`src/rtl/desc_pkg.sv`:
```
// Shared constants and types of the converter event and sync control block.
package desc_pkg;
   // ----------------------------------------------------------------
   // Register byte addresses on the AXI4-Lite bus.
   // ----------------------------------------------------------------
   localparam int ADDR_W = 8;
   localparam logic [7:0] ADDR_CONTROL_A = 8'h00;
   localparam logic [7:0] ADDR_EVENT_CONTROL = 8'h04;
   localparam logic [7:0] ADDR_INT_MASK = 8'h08;
   localparam logic [7:0] ADDR_INT_FLAG = 8'h0c;
   localparam logic [7:0] ADDR_SYNC_BUSY = 8'h10;
   localparam logic [7:0] ADDR_DATA_BUF = 8'h14;
   localparam logic [7:0] ADDR_DATA = 8'h18;

   // ----------------------------------------------------------------
   // Field layouts and widths.
   // ----------------------------------------------------------------
   localparam int CA_W = 2;
   localparam int CA_ENABLE_BIT = 0;
   localparam int CA_RUN_IN_STANDBY_BIT = 1;
   localparam int NUM_EVENT_SRC = 2;
   localparam int EV_EMPTY_EO_BIT = 0;
   localparam int EV_START_EI_BIT = 1;
   localparam int EV_INVERT_LSB = 4;
   localparam int EV_W = EV_INVERT_LSB + NUM_EVENT_SRC;
   localparam int NUM_INT = 2;
   localparam int INT_EMPTY_BIT = 0;
   localparam int INT_OVERRUN_BIT = 1;
   localparam int NUM_SYNC = 2;
   localparam int SYNC_CTRL_BIT = 0;
   localparam int SYNC_BUF_BIT = 1;
   localparam int DATA_W = 10;

   // ----------------------------------------------------------------
   // Reset values, timing counts and bus responses.
   // ----------------------------------------------------------------
   localparam logic [CA_W-1:0] CA_RESET = 2'h0;
   localparam logic [EV_W-1:0] EV_RESET = 6'h00;
   localparam logic [NUM_INT-1:0] INT_RESET = 2'h0;
   localparam logic [DATA_W-1:0] DATA_RESET = 10'h000;
   localparam int SYNC_CNT_W = 2;
   localparam logic [SYNC_CNT_W-1:0] SYNC_LAST = 2'h2;
   localparam logic [SYNC_CNT_W-1:0] SYNC_CNT_ZERO = 2'h0;
   localparam logic [1:0] RESP_OKAY = 2'h0;
   localparam logic [1:0] RESP_SLVERR = 2'h2;

   // Decoded register selector.
   typedef enum {REG_CTRL_A, REG_EVENT_CONTROL_REG, REG_MASK, REG_FLAG, REG_SYNC, REG_BUF, REG_DATA,
                 REG_NONE} desc_reg_t;
endpackage

```
`src/rtl/desc_control.sv`:
```
// Converter event, interrupt, standby and sync control behind an AXI4-Lite slave.
`timescale 1ns/1ps
`default_nettype none
// Operation
// - Buffer emptying produces the empty output event.
// - Empty event only while its enable set.
// - Start copies buffer to data, then converts.
// - Start input resynchronised before any use.
// - Start action only while input enable set.
// - Any connected start source triggers the action.
// - Rising edge default, falling when inverted.
// - Converter clock keeps running in idle sleep.
// - Run-in-standby keeps output buffer driving.
// - Otherwise output buffer off during standby.
// - Registers classed by their sync need.
// - Busy bit set at once, cleared when done.
// - Interrupt when flag and its enable set.
// - Request holds until clear, disable or reset.
// - All requests ORed onto one line.
// - Byte, halfword and word accesses supported.
// - Protected registers ignore writes when locked.
module desc_control
   import desc_pkg::*;
(
   input wire logic aclk,
   input wire logic aresetn,
   input wire logic [ADDR_W-1:0] s_axi_awaddr,
   input wire logic s_axi_awvalid,
   output logic s_axi_awready,
   input wire logic [31:0] s_axi_wdata,
   input wire logic [3:0] s_axi_wstrb,
   input wire logic s_axi_wvalid,
   output logic s_axi_wready,
   output logic [1:0] s_axi_bresp,
   output logic s_axi_bvalid,
   input wire logic s_axi_bready,
   input wire logic [ADDR_W-1:0] s_axi_araddr,
   input wire logic s_axi_arvalid,
   output logic s_axi_arready,
   output logic [31:0] s_axi_rdata,
   output logic [1:0] s_axi_rresp,
   output logic s_axi_rvalid,
   input wire logic s_axi_rready,
   input wire logic [NUM_EVENT_SRC-1:0] start_event_in,
   input wire logic converter_ready,
   input wire logic standby_sleep,
   input wire logic write_protect,
   output logic [DATA_W-1:0] conversion_data,
   output logic conversion_start,
   output logic empty_event_out,
   output logic output_buffer_enable,
   output logic generic_clock_request,
   output logic irq
);

   // ----------------------------------------------------------------
   // Decoding and merging helpers.
   // ----------------------------------------------------------------

   // Maps a byte address onto a register selector.
   function automatic desc_reg_t decode(input logic [ADDR_W-1:0] addr);
      case (addr)
         ADDR_CONTROL_A: decode = REG_CTRL_A;
         ADDR_EVENT_CONTROL: decode = REG_EVENT_CONTROL_REG;
         ADDR_INT_MASK: decode = REG_MASK;
         ADDR_INT_FLAG: decode = REG_FLAG;
         ADDR_SYNC_BUSY: decode = REG_SYNC;
         ADDR_DATA_BUF: decode = REG_BUF;
         ADDR_DATA: decode = REG_DATA;
         default: decode = REG_NONE;
      endcase
   endfunction

   // Replaces only the byte lanes whose strobe is high.
   function automatic logic [31:0] merge(input logic [31:0] old, input logic [31:0] data,
                                         input logic [3:0] strb);
      logic [31:0] res;
      res = old;
      for (int i = 0; i < 4; i++)
      begin
         if (strb[i])
         begin
            res[i*8 +: 8] = data[i*8 +: 8];
         end
      end
      merge = res;
   endfunction

   // ----------------------------------------------------------------
   // State declarations.
   // ----------------------------------------------------------------
   logic [ADDR_W-1:0] awaddr_q; // Captured write address.
   logic [31:0] wdata_q; // Captured write data.
   logic [3:0] wstrb_q; // Captured byte strobes.
   logic aw_held; // Write address has been taken.
   logic w_held; // Write data has been taken.
   logic write_fire; // Both halves present, write is carried out now.
   desc_reg_t wr_idx; // Target of the pending write.
   desc_reg_t rd_idx; // Target of the arriving read.
   logic read_fire; // Read address taken this cycle.
   logic [CA_W-1:0] ctrl_a; // Control A as software sees it.
   logic [CA_W-1:0] ctrl_active; // Control A as the converter side uses it.
   logic [EV_W-1:0] ev_ctrl; // Event control register.
   logic [NUM_INT-1:0] int_mask; // Interrupt enables.
   logic [NUM_INT-1:0] int_flag; // Sticky interrupt flags.
   logic [NUM_INT-1:0] int_set; // Flag set events this cycle.
   logic int_clear; // Flag read clears all flags.
   logic [DATA_W-1:0] data_buf; // Buffered conversion value.
   logic buf_full; // Buffer holds a value not yet converted.
   logic start_pending; // Accepted start waiting for the converter.
   logic transfer; // Buffer moves to the data register now.
   logic start_accept; // An enabled start edge arrived this cycle.
   logic [NUM_EVENT_SRC-1:0] sync_q1; // First synchroniser stage.
   logic [NUM_EVENT_SRC-1:0] sync_q2; // Second synchroniser stage.
   logic [NUM_EVENT_SRC-1:0] sync_prev; // Previous resynchronised level.
   logic [NUM_EVENT_SRC-1:0] edge_hit; // Qualifying edge per source.
   logic [NUM_SYNC-1:0] sync_busy_bits; // Busy flags per synchronised register.
   logic [NUM_SYNC-1:0] sync_start; // Operation needing synchronisation.
   logic [NUM_SYNC-1:0] sync_done; // Synchronisation ends this cycle.
   logic [31:0] next_ctrl_word; // Merged control A word.
   logic [31:0] next_ev_word; // Merged event control word.
   logic [31:0] next_mask_word; // Merged mask word.
   logic [31:0] next_buf_word; // Merged buffer word.
   logic enable_active; // Converter enabled in its own domain.
   logic run_allowed; // Converter may run in the present sleep state.

   // ----------------------------------------------------------------
   // AXI4-Lite write channel.
   // ----------------------------------------------------------------

   assign write_fire = aw_held && w_held && !s_axi_bvalid;
   assign wr_idx = decode(awaddr_q);
   assign next_ctrl_word = merge(32'(ctrl_a), wdata_q, wstrb_q);
   assign next_ev_word = merge(32'(ev_ctrl), wdata_q, wstrb_q);
   assign next_mask_word = merge(32'(int_mask), wdata_q, wstrb_q);
   assign next_buf_word = merge(32'(data_buf), wdata_q, wstrb_q);

   // Takes address and data in either order and answers once both are in.
   always_ff @(posedge aclk)
   begin
      if (!aresetn)
      begin
         s_axi_awready <= 1'b1;
         s_axi_wready <= 1'b1;
         aw_held <= 1'b0;
         w_held <= 1'b0;
         awaddr_q <= '0;
         wdata_q <= '0;
         wstrb_q <= '0;
         s_axi_bvalid <= 1'b0;
         s_axi_bresp <= RESP_OKAY;
      end
      else
      begin
         // Address half.
         if (s_axi_awvalid && s_axi_awready)
         begin
            awaddr_q <= s_axi_awaddr;
            aw_held <= 1'b1;
            s_axi_awready <= 1'b0;
         end
         // Data half.
         if (s_axi_wvalid && s_axi_wready)
         begin
            wdata_q <= s_axi_wdata;
            wstrb_q <= s_axi_wstrb;
            w_held <= 1'b1;
            s_axi_wready <= 1'b0;
         end
         // Response once both halves are held; unmapped gives an error.
         if (write_fire)
         begin
            s_axi_bvalid <= 1'b1;
            s_axi_bresp <= (wr_idx == REG_NONE) ? RESP_SLVERR : RESP_OKAY;
            aw_held <= 1'b0;
            w_held <= 1'b0;
         end
         else if (s_axi_bvalid && s_axi_bready)
         begin
            s_axi_bvalid <= 1'b0;
            s_axi_awready <= 1'b1;
            s_axi_wready <= 1'b1;
         end
      end
   end

   // ----------------------------------------------------------------
   // AXI4-Lite read channel.
   // ----------------------------------------------------------------

   assign read_fire = s_axi_arvalid && s_axi_arready;
   assign rd_idx = decode(s_axi_araddr);
   assign int_clear = read_fire && (rd_idx == REG_FLAG);

   // Returns the addressed register; narrow fields sit low, upper bits zero.
   always_ff @(posedge aclk)
   begin
      if (!aresetn)
      begin
         s_axi_arready <= 1'b1;
         s_axi_rvalid <= 1'b0;
         s_axi_rdata <= 32'h0000_0000;
         s_axi_rresp <= RESP_OKAY;
      end
      else if (read_fire)
      begin
         s_axi_arready <= 1'b0;
         s_axi_rvalid <= 1'b1;
         s_axi_rresp <= (rd_idx == REG_NONE) ? RESP_SLVERR : RESP_OKAY;
         case (rd_idx)
            REG_CTRL_A: s_axi_rdata <= 32'(ctrl_a);
            REG_EVENT_CONTROL_REG: s_axi_rdata <= 32'(ev_ctrl);
            REG_MASK: s_axi_rdata <= 32'(int_mask);
            REG_FLAG: s_axi_rdata <= 32'(int_flag);
            REG_SYNC: s_axi_rdata <= 32'(sync_busy_bits);
            REG_BUF: s_axi_rdata <= 32'(data_buf);
            REG_DATA: s_axi_rdata <= 32'(conversion_data);
            default: s_axi_rdata <= 32'h0000_0000;
         endcase
      end
      else if (s_axi_rvalid && s_axi_rready)
      begin
         s_axi_rvalid <= 1'b0;
         s_axi_arready <= 1'b1;
      end
   end

   // ----------------------------------------------------------------
   // Software registers.
   // ----------------------------------------------------------------

   // Control A and event control are locked while write protection is on.
   always_ff @(posedge aclk)
   begin
      if (!aresetn)
      begin
         ctrl_a <= CA_RESET;
         ev_ctrl <= EV_RESET;
         int_mask <= INT_RESET;
      end
      else if (write_fire)
      begin
         if (wr_idx == REG_CTRL_A && !write_protect)
         begin
            ctrl_a <= next_ctrl_word[CA_W-1:0];
         end
         if (wr_idx == REG_EVENT_CONTROL_REG && !write_protect)
         begin
            ev_ctrl <= next_ev_word[EV_W-1:0];
         end
         if (wr_idx == REG_MASK)
         begin
            int_mask <= next_mask_word[NUM_INT-1:0];
         end
      end
   end

   // ----------------------------------------------------------------
   // Synchronisation busy tracking.
   // ----------------------------------------------------------------

   // Control A and the data buffer need synchronisation on write; the rest none.
   assign sync_start[SYNC_CTRL_BIT] = write_fire && wr_idx == REG_CTRL_A && !write_protect;
   assign sync_start[SYNC_BUF_BIT] = write_fire && wr_idx == REG_BUF;

   generate
      for (genvar s = 0; s < NUM_SYNC; s++)
      begin : g_sync
         logic [SYNC_CNT_W-1:0] cnt; // Cycles spent synchronising.
         assign sync_done[s] = sync_busy_bits[s] && cnt == SYNC_LAST;
         // Busy rises at the write itself and falls when the count completes.
         always_ff @(posedge aclk)
         begin
            if (!aresetn)
            begin
               sync_busy_bits[s] <= 1'b0;
               cnt <= SYNC_CNT_ZERO;
            end
            else if (sync_start[s])
            begin
               sync_busy_bits[s] <= 1'b1;
               cnt <= SYNC_CNT_ZERO;
            end
            else if (sync_done[s])
            begin
               sync_busy_bits[s] <= 1'b0;
            end
            else if (sync_busy_bits[s])
            begin
               cnt <= cnt + 1'b1;
            end
         end
      end
   endgenerate

   // The converter side takes the new control value when its sync completes.
   always_ff @(posedge aclk)
   begin
      if (!aresetn)
      begin
         ctrl_active <= CA_RESET;
      end
      else if (sync_done[SYNC_CTRL_BIT])
      begin
         ctrl_active <= ctrl_a;
      end
   end

   assign enable_active = ctrl_active[CA_ENABLE_BIT];

   // ----------------------------------------------------------------
   // Start event resynchronisation and edge detection.
   // ----------------------------------------------------------------

   // Two-stage synchroniser; only the second stage is looked at.
   always_ff @(posedge aclk)
   begin
      if (!aresetn)
      begin
         sync_q1 <= '0;
         sync_q2 <= '0;
         sync_prev <= '0;
      end
      else
      begin
         sync_q1 <= start_event_in;
         sync_q2 <= sync_q1;
         sync_prev <= sync_q2;
      end
   end

   generate
      for (genvar e = 0; e < NUM_EVENT_SRC; e++)
      begin : g_edge
         // Falling edge when inverted, rising edge otherwise.
         assign edge_hit[e] = ev_ctrl[EV_INVERT_LSB + e] ? (sync_prev[e] && !sync_q2[e])
                                                        : (!sync_prev[e] && sync_q2[e]);
      end
   endgenerate

   // Any source counts; the action is dropped unless enabled.
   assign start_accept = (|edge_hit) && ev_ctrl[EV_START_EI_BIT] && enable_active;

   // ----------------------------------------------------------------
   // Conversion buffer, start and empty event.
   // ----------------------------------------------------------------

   assign transfer = start_pending && converter_ready && enable_active;

   // Holds the accepted start until the converter is ready for it.
   always_ff @(posedge aclk)
   begin
      if (!aresetn)
      begin
         start_pending <= 1'b0;
      end
      else if (start_accept)
      begin
         start_pending <= 1'b1;
      end
      else if (transfer)
      begin
         start_pending <= 1'b0;
      end
   end

   // Buffer write from the bus; transfer copies it and starts conversion.
   always_ff @(posedge aclk)
   begin
      if (!aresetn)
      begin
         data_buf <= DATA_RESET;
         buf_full <= 1'b0;
         conversion_data <= DATA_RESET;
         conversion_start <= 1'b0;
         empty_event_out <= 1'b0;
      end
      else
      begin
         conversion_start <= transfer;
         empty_event_out <= transfer && buf_full && ev_ctrl[EV_EMPTY_EO_BIT];
         if (transfer)
         begin
            conversion_data <= data_buf;
         end
         if (write_fire && wr_idx == REG_BUF)
         begin
            data_buf <= next_buf_word[DATA_W-1:0];
            buf_full <= 1'b1;
         end
         else if (transfer)
         begin
            buf_full <= 1'b0;
         end
      end
   end

   // ----------------------------------------------------------------
   // Interrupt flags and request line.
   // ----------------------------------------------------------------

   assign int_set[INT_EMPTY_BIT] = transfer && buf_full;
   assign int_set[INT_OVERRUN_BIT] = start_accept && start_pending;

   // Sticky flags cleared by reading; a new event wins over the clear.
   always_ff @(posedge aclk)
   begin
      if (!aresetn)
      begin
         int_flag <= INT_RESET;
         irq <= 1'b0;
      end
      else
      begin
         int_flag <= (int_clear ? INT_RESET : int_flag) | int_set;
         irq <= |(int_flag & int_mask);
      end
   end

   // ----------------------------------------------------------------
   // Sleep handling of clock and output buffer.
   // ----------------------------------------------------------------

   // Idle sleep never stops the clock; standby keeps it only with run-in-standby.
   assign run_allowed = !standby_sleep || ctrl_active[CA_RUN_IN_STANDBY_BIT];

   always_ff @(posedge aclk)
   begin
      if (!aresetn)
      begin
         output_buffer_enable <= 1'b0;
         generic_clock_request <= 1'b0;
      end
      else
      begin
         output_buffer_enable <= enable_active && run_allowed;
         generic_clock_request <= enable_active && run_allowed;
      end
   end
endmodule
`default_nettype wire

```
`config.mk`:
```
export PLATFORM = sky130hd
export DESIGN_NAME = desc_control
export DESIGN_NICKNAME = d
export VERILOG_FILES = /design/src/rtl/desc_pkg.sv /design/src/rtl/desc_control.sv
export SDC_FILE = /design/constraint.sdc
export NUM_CORES = 1
export LEC_CHECK = 0
export CAP_MARGIN = 20
export CORE_ASPECT_RATIO = 1.75
export CORE_UTILIZATION = 62
export CTS_CLUSTER_DIAMETER = 200
export DETAILED_ROUTE_END_ITERATION = 12
export DONT_BUFFER_PORTS = 1
export PLACE_DENSITY = 0.78
export SLEW_MARGIN = 20
export SYNTH_ARGS = -nofsm -noshare
export SYNTH_HDL_FRONTEND = slang
export SYNTH_SLANG_ARGS = --single-unit
```
`constraint.sdc`:
```
create_clock -name aclk -period 2.6 [get_ports aclk]
set_clock_uncertainty 0.15 [all_clocks]
set_input_delay 0.26 -clock aclk [delete_from_list [all_inputs] [get_ports aclk]]
set_output_delay 0.26 -clock aclk [all_outputs]
set_load 0.02 [all_outputs]
```
==> flow_metrics.tcl, run 1 <==
set metrics [dict create \
    status "finished, final reports clean" \
    synth-edff-count 0 \
    synth_seq_cells 91 \
    yosysTopAreaCell "dfxtp_1" \
    vias 3118 \
    n_fill_cell 473 \
    layout.core_utilization_pct 73.1 \
    clock_sinks 91 \
    final.setup.tns_ns 0 \
    slowest_delay_ns 0.64 \
    overflow 0 \
    dr.pass1.iters 4 \
    antenna_found_initial 0 \
    cts_max_level 3 \
    via_per_inst 5.60 \
    numPortBuffers 0 \
    setup_slack_ns 0.462 \
    grt_pass1_vias 2968 \
    die_area_um2 6510 \
    clk_transition_reported_paths_ns 0.08 \
    rsz0062_at_grt "no" \
    final_cell_area_um2 4330 \
    yosysWarnings 0 \
    power_leakage_nw 1.58 \
    crit_buf_inv 1 \
    start_kind "flip-flop" \
    final_nets 540 \
    start_util_pct 64.6 \
    async_flop_share_pct 0 \
    critical_path.max_fanout 5 \
    drt_iter0_markers 142 \
    period_minus_slack_ns 2.14 \
    whs_ns 0.00572 \
    grt_pass1_wl_um 12800 \
    yosys-top-cells-count "91 x dfxtp_1, 90 x nand2_1, 51 x a21oi_1" \
    fp.dieW_um 61.4 \
    multi_input_area_um2 1760 \
    clock_path_buffers 2 \
    clkLatencyLatePin_ns 0.35 \
    synthTopCellsByArea "dfxtp_1 48%, nand2_1 8.8%, a21oi_1 6.7%, mux2i_1 5.2%, buf_4 5.1%" \
    crit_chain "or4_1 -> nor4_1 -> buf_4 -> mux2i_1 -> nor2_1" \
    coreArea_um2 5930 \
    synth_area_per_cell_um2 8.53 \
    wire_per_inst_um 14.6 \
    maxSlewHeadroom_pct 50.2 \
    synth_seq_area_share_pct 47.6 \
    netlist.area_leader.share_pct 47.6 \
    totalWireLength_um 8140 \
    syn_to_final_growth_pct 13.1 \
    ios 120 \
    drv_cap 0 \
    yosysMostFrequentCell "dfxtp_1" \
    crit_family "simple AND/OR/NAND/NOR gates" \
    ant_nets 0 \
    drive_gt1_share_pct 4.38 \
    cts_tree "built" \
    clock.fmax_mhz 468 \
    grt_max_degree 33 \
    synth_cells 449 \
    cts_buffers 9 \
    post-route-period-util_pct 82.2 \
    netlist_area_um2 3830 \
    hp-class "in2reg" \
    end_kind "flip-flop" \
    finalSetupViolations 0 \
    cts_root_buffer "clkbuf_8" \
    row_count 37 \
    slew_violations 0 \
    required_ns 2.69 \
    gp_congestion 0.858 \
    ys.flop_type "dfxtp_1" \
    post-cts-setup-buffers 0 \
    ir_drop_mv 0.394 \
    drc 0 \
    synth_cell_types 44 \
    ff_latch_area_um2 1820 \
    die_h_um 106 \
    worst_pin_slew_ns 0.745 \
    hold_viol 0 \
    dpl_cell_area_um2 3750 \
    antenna_cells 0 \
    p_per_area_nw_per_um2 644 \
    track_usage_pct 26.3 \
    crit_arrival_ns 2.23 \
    pre_cts_slack_ns 0.509 \
    critPathKind "reg2reg" \
    cp_slowest_cell "or4_1" \
    hpwl_um 5600 \
]
## per-stage QoR
stage,power [mW],instances
after floorplan,1.66,472
after global placement,1.64,507
after detailed placement,1.64,507
after CTS,2.80,557
after global routing,2.89,557
final,2.79,557
## flip-flops by register name, indices dropped and copies added, names as in the netlist, 4 cells and up
signal           count
ev_ctrl              6
s_axi_rdata         10
conversion_data     10
wdata_q             10
awaddr_q             8
g_sync.cnt           4
data_buf            10
## where the power goes
group	internal, mW	switching (mW)
Sequential	1.43	0.0358
Clock	0.666	0.461
Combinational	0.0772	0.123
Total	2.17	0.619
## worst reg2reg max path: stages, from the launching register on
cell	delay (ns)
dfxtp_1	0.33
or4_1	0.64
nor4_1	0.44
buf_4	0.21
mux2i_1	0.19
nor2_1	0.06
## cells by family (layout without fill, tap and decap cells)
| kind of cell | Yosys count | in the layout | share of synthesized area [%] |
|---|---|---|---|
| mux | 20 | 20 | 5.23 |
| other cells | 1 | 24 | 0.0979 |
| simple gates | 179 | 179 | 22.2 |
| fa+ha+maj | 2 | 2 | 0.653 |
| flops | 91 | 91 | 47.6 |
| compound gates | 99 | 99 | 15.1 |
| buf+inv | 55 | 62 | 8.63 |
| xor+xnor | 2 | 2 | 0.458 |
## worst paths after layout
check / start / to / slack [ns] / cells past startpoint
setup / recovery: awaddr_q[0]$_SDFFE_PN0P_ / data_buf[9]$_SDFFE_PN0P_ / 0.46 / 5
hold / removal: aresetn / s_axi_rdata[4]$_SDFFE_PN0P_ / 0.006 / 2
setup reg to reg: awaddr_q[0]$_SDFFE_PN0P_ / data_buf[9]$_SDFFE_PN0P_ / 0.46 / 5
hold reg to reg: sync_q1[0]$_SDFF_PN0_ / sync_q2[0]$_SDFF_PN0_ / 0.29 / 1
## layout by cell type, fill, tap and decap left out, drive strengths merged, types with 5 or more instances in the layout
cell type	netlist	final
buf	29	5
nor3	5	5
mux2i	20	20
nand2b	7	7
nand3	21	21
a22oi	9	9
o21ai	23	23
dlygate4sd3	0	34
nor2	19	19
nand2	90	90
and2	10	10
a21oi	51	51
conb	1	24
dfxtp	91	91
clkbuf	19	12
inv	6	6
and3	6	6
## per-layer routing
layer	wire [um]	part of all wire (%)	track usage, %	up-vias
met5	0	0	0	-
met4	221	2.7	11.3	0
met3	444	5.5	6.45	18
met2	4320	53	45.7	108
met1	3160	39	29.0	1448
li1	-	-	-	1544
## what timing repair did
action / in CTS / in global routing
hold buffers: 34 / 0
resized for setup: 0 / 0
hold endpoints to repair: 48 / 0
endpoints found under the setup margin: 0 / 0
## layout make-up
cell class              instances  share of cell area (%)
clock buffers                  12                    3.35
repair buffers                 39                    8.73
multi-input cells             326                    40.7
inverters                       7                   0.607
clock inverters                 4                    2.25
well taps                      78                    2.25
flip-flops and latches         91                    42.1
(Power assumes the default switching activity.)
==> inputs of run 2 (changes only) <==
==> constraint.sdc (replaced) <==
create_clock -name aclk -period 2.05 [get_ports aclk]
set_clock_uncertainty 0.15 [all_clocks]
set_input_delay 0.205 -clock aclk [delete_from_list [all_inputs] [get_ports aclk]]
set_output_delay 0.205 -clock aclk [all_outputs]
set_load 0.02 [all_outputs]
==> run 2 against run 1 <==
- clock-buffer cell count did not move
- first-iteration DRC count rose by 46%
- power rose by 13%
- non-clock buffer count rose by 7
- sequential share of layout area fell by 0.061 points
- routed wire length rose by 2.3%
- largest cell class unchanged
==> flow_metrics.tcl, run 2 (synthesis results as in run 1) <==
set metrics [dict create \
    status "finished, final reports clean" \
    power_leakage_nw 1.58 \
    final_cell_area_um2 4340 \
    r2r_slack_ns 0.15 \
    antenna_found_initial 0 \
    fin_cells 563 \
    start_kind "input pin" \
    post-cts-setup-buffers 0 \
    grt_max_degree 27 \
    regToRegEndpoint "int_mask[0]$_SDFFE_PN0P_" \
    total_power_mw 3.16 \
    clk_transition_reported_paths_ns 0.08 \
    drc 0 \
    maxSlewHeadroom_pct 48.8 \
    worstHoldStart "s_axi_araddr[3]" \
    wire_per_inst_um 14.8 \
    rsz0062_at_grt "no" \
    totalWireLength_um 8320 \
    cts_root_buffer "clkbuf_8" \
    slew_violations 0 \
    layout_common_cells "91 x dfxtp_1, 90 x nand2_1, 51 x a21oi_1, 37 x dlygate4sd3_1, 24 x conb_1" \
    required_ns 2.15 \
    fp.dieW_um 61.4 \
    slowest_delay_ns 1.03 \
    clock_path_buffers 2 \
    clock.fmax_mhz 527 \
    post-place-cells 511 \
    cts_buffers 9 \
    worstReg2RegStart "awaddr_q[0]$_SDFFE_PN0P_" \
    holdPathStages 2 \
    drive_gt1_share_pct 5.57 \
    die_h_um 106 \
    path_common_cell "dlygate4sd3_1" \
    clockPowerShare_pct 32.6 \
    ant_nets 0 \
    n_fill_cell 466 \
    cts_max_level 3 \
    overflow 0 \
    coreArea_um2 5930 \
    crit_family "buffers and inverters" \
    hpwl_um 5680 \
    final_nets 547 \
    p_per_area_nw_per_um2 728 \
    crit_chain "dlygate4sd3_1 -> o21ai_0 -> dlygate4sd3_1" \
    row_count 37 \
    end_kind "flip-flop" \
    dr.pass1.iters 4 \
    drt_iter0_markers 207 \
    final.setup.tns_ns 0 \
    crit_arrival_ns 2.00 \
    comb_power_share_pct 8.5 \
    clock_sinks 91 \
    antenna_cells 0 \
    critPathKind "in2reg" \
    min_to "s_axi_rdata[8]$_SDFFE_PN0P_" \
    ir_drop_mv 0.556 \
    dpl_cell_area_um2 3790 \
    via_per_inst 5.62 \
    start_util_pct 64.6 \
    track_usage_pct 27.0 \
    hold_viol 0 \
    vias 3165 \
    grt_pass1_wl_um 13200 \
    numPortBuffers 0 \
    layout.core_utilization_pct 73.2 \
    clkLatencyLatePin_ns 0.36 \
    p_int_mw 2.38 \
    hp-class "in2reg" \
    switchingPower_uw 780 \
    cts_tree "built" \
    finalSetupViolations 0 \
    grt_pass1_vias 3033 \
    reg2reg_depth 4 \
    crit_buf_inv 2 \
    final_common_cell "dfxtp_1" \
    gp_congestion 0.856 \
    post-route-period-util_pct 92.5 \
    drv_cap 0 \
    period_minus_slack_ns 1.90 \
    worst_pin_slew_ns 0.766 \
    syn_to_final_growth_pct 13.2 \
    ios 120 \
    die_area_um2 6510 \
    cp_slowest_cell "dlygate4sd3_1" \
    sw_frac_of_total_pct 24.7 \
    critical_path.max_fanout 24 \
    seqPwrFrac_pct 58.8 \
]
[run 2: changes by cell type in the layout (fill, tap and decap cells not counted), sizes merged]
cell	before	now
dlygate4sd3	34	37
bufinv	3	0
clkinv	1	4
buf	5	9
clkinvlp	1	0
[run 2: power groups by stage]
stage	Combinational, mW	Clock, mW	Sequential (mW)
finish	0.269	1.03	1.86
global route	0.295	1.13	1.86
CTS	0.259	1.05	1.85
detailed placement	0.192	0	1.90
global placement	0.186	0	1.89
floorplan	0.221	0	1.88
[run 2: cell type report]
type | count | area [um2] | area share [%]
tap | 78 | 97.6 | 2.25
multi-input combinational | 326 | 1780 | 41.0
clock buffer | 12 | 145 | 3.35
inverter | 7 | 26.3 | 0.606
clock inverter | 3 | 15.0 | 0.346
timing repair buffer | 46 | 450 | 10.4
sequential | 91 | 1820 | 42.0
[run 2: metrics by stage]
stage	setup WS (ns)	hold WS (ns)
final	0.153	0.0108
after global routing	0.0363	0.0122
after CTS	0.0241	0.00430
after detailed placement	0.0330	0.145
after global placement	0.0479	0.138
after floorplan	0.0470	0.147
[run 2: worst max-delay path by stage]
stage,start,end,cells past startpoint
after global placement,awaddr_q[0]$_SDFFE_PN0P_,data_buf[9]$_SDFFE_PN0P_,5
after global routing,awaddr_q[0]$_SDFFE_PN0P_,ctrl_a[0]$_SDFFE_PN0P_,4
final,aresetn,s_axi_arready$_SDFFE_PN1P_,3
after CTS,awaddr_q[0]$_SDFFE_PN0P_,data_buf[8]$_SDFFE_PN0P_,5
after floorplan,awaddr_q[0]$_SDFFE_PN0P_,data_buf[0]$_SDFFE_PN0P_,5
after detailed placement,awaddr_q[0]$_SDFFE_PN0P_,data_buf[8]$_SDFFE_PN0P_,5
[run 2: metal layers]
metal | track usage (%) | share of wire (%)
met5 | 0 | 0
met4 | 12.4 | 2.7
met3 | 6.81 | 5.7
met2 | 47.3 | 52
met1 | 29.1 | 39
[run 2: timing repair]
| item | 4_1_cts | 5_1_grt |
|---|---|---|
| gates resized for setup | 0 | 3 |
| endpoints found under the hold margin | 55 | 0 |
| hold buffers | 37 | 0 |
| endpoints found under the setup margin | 0 | 12 |
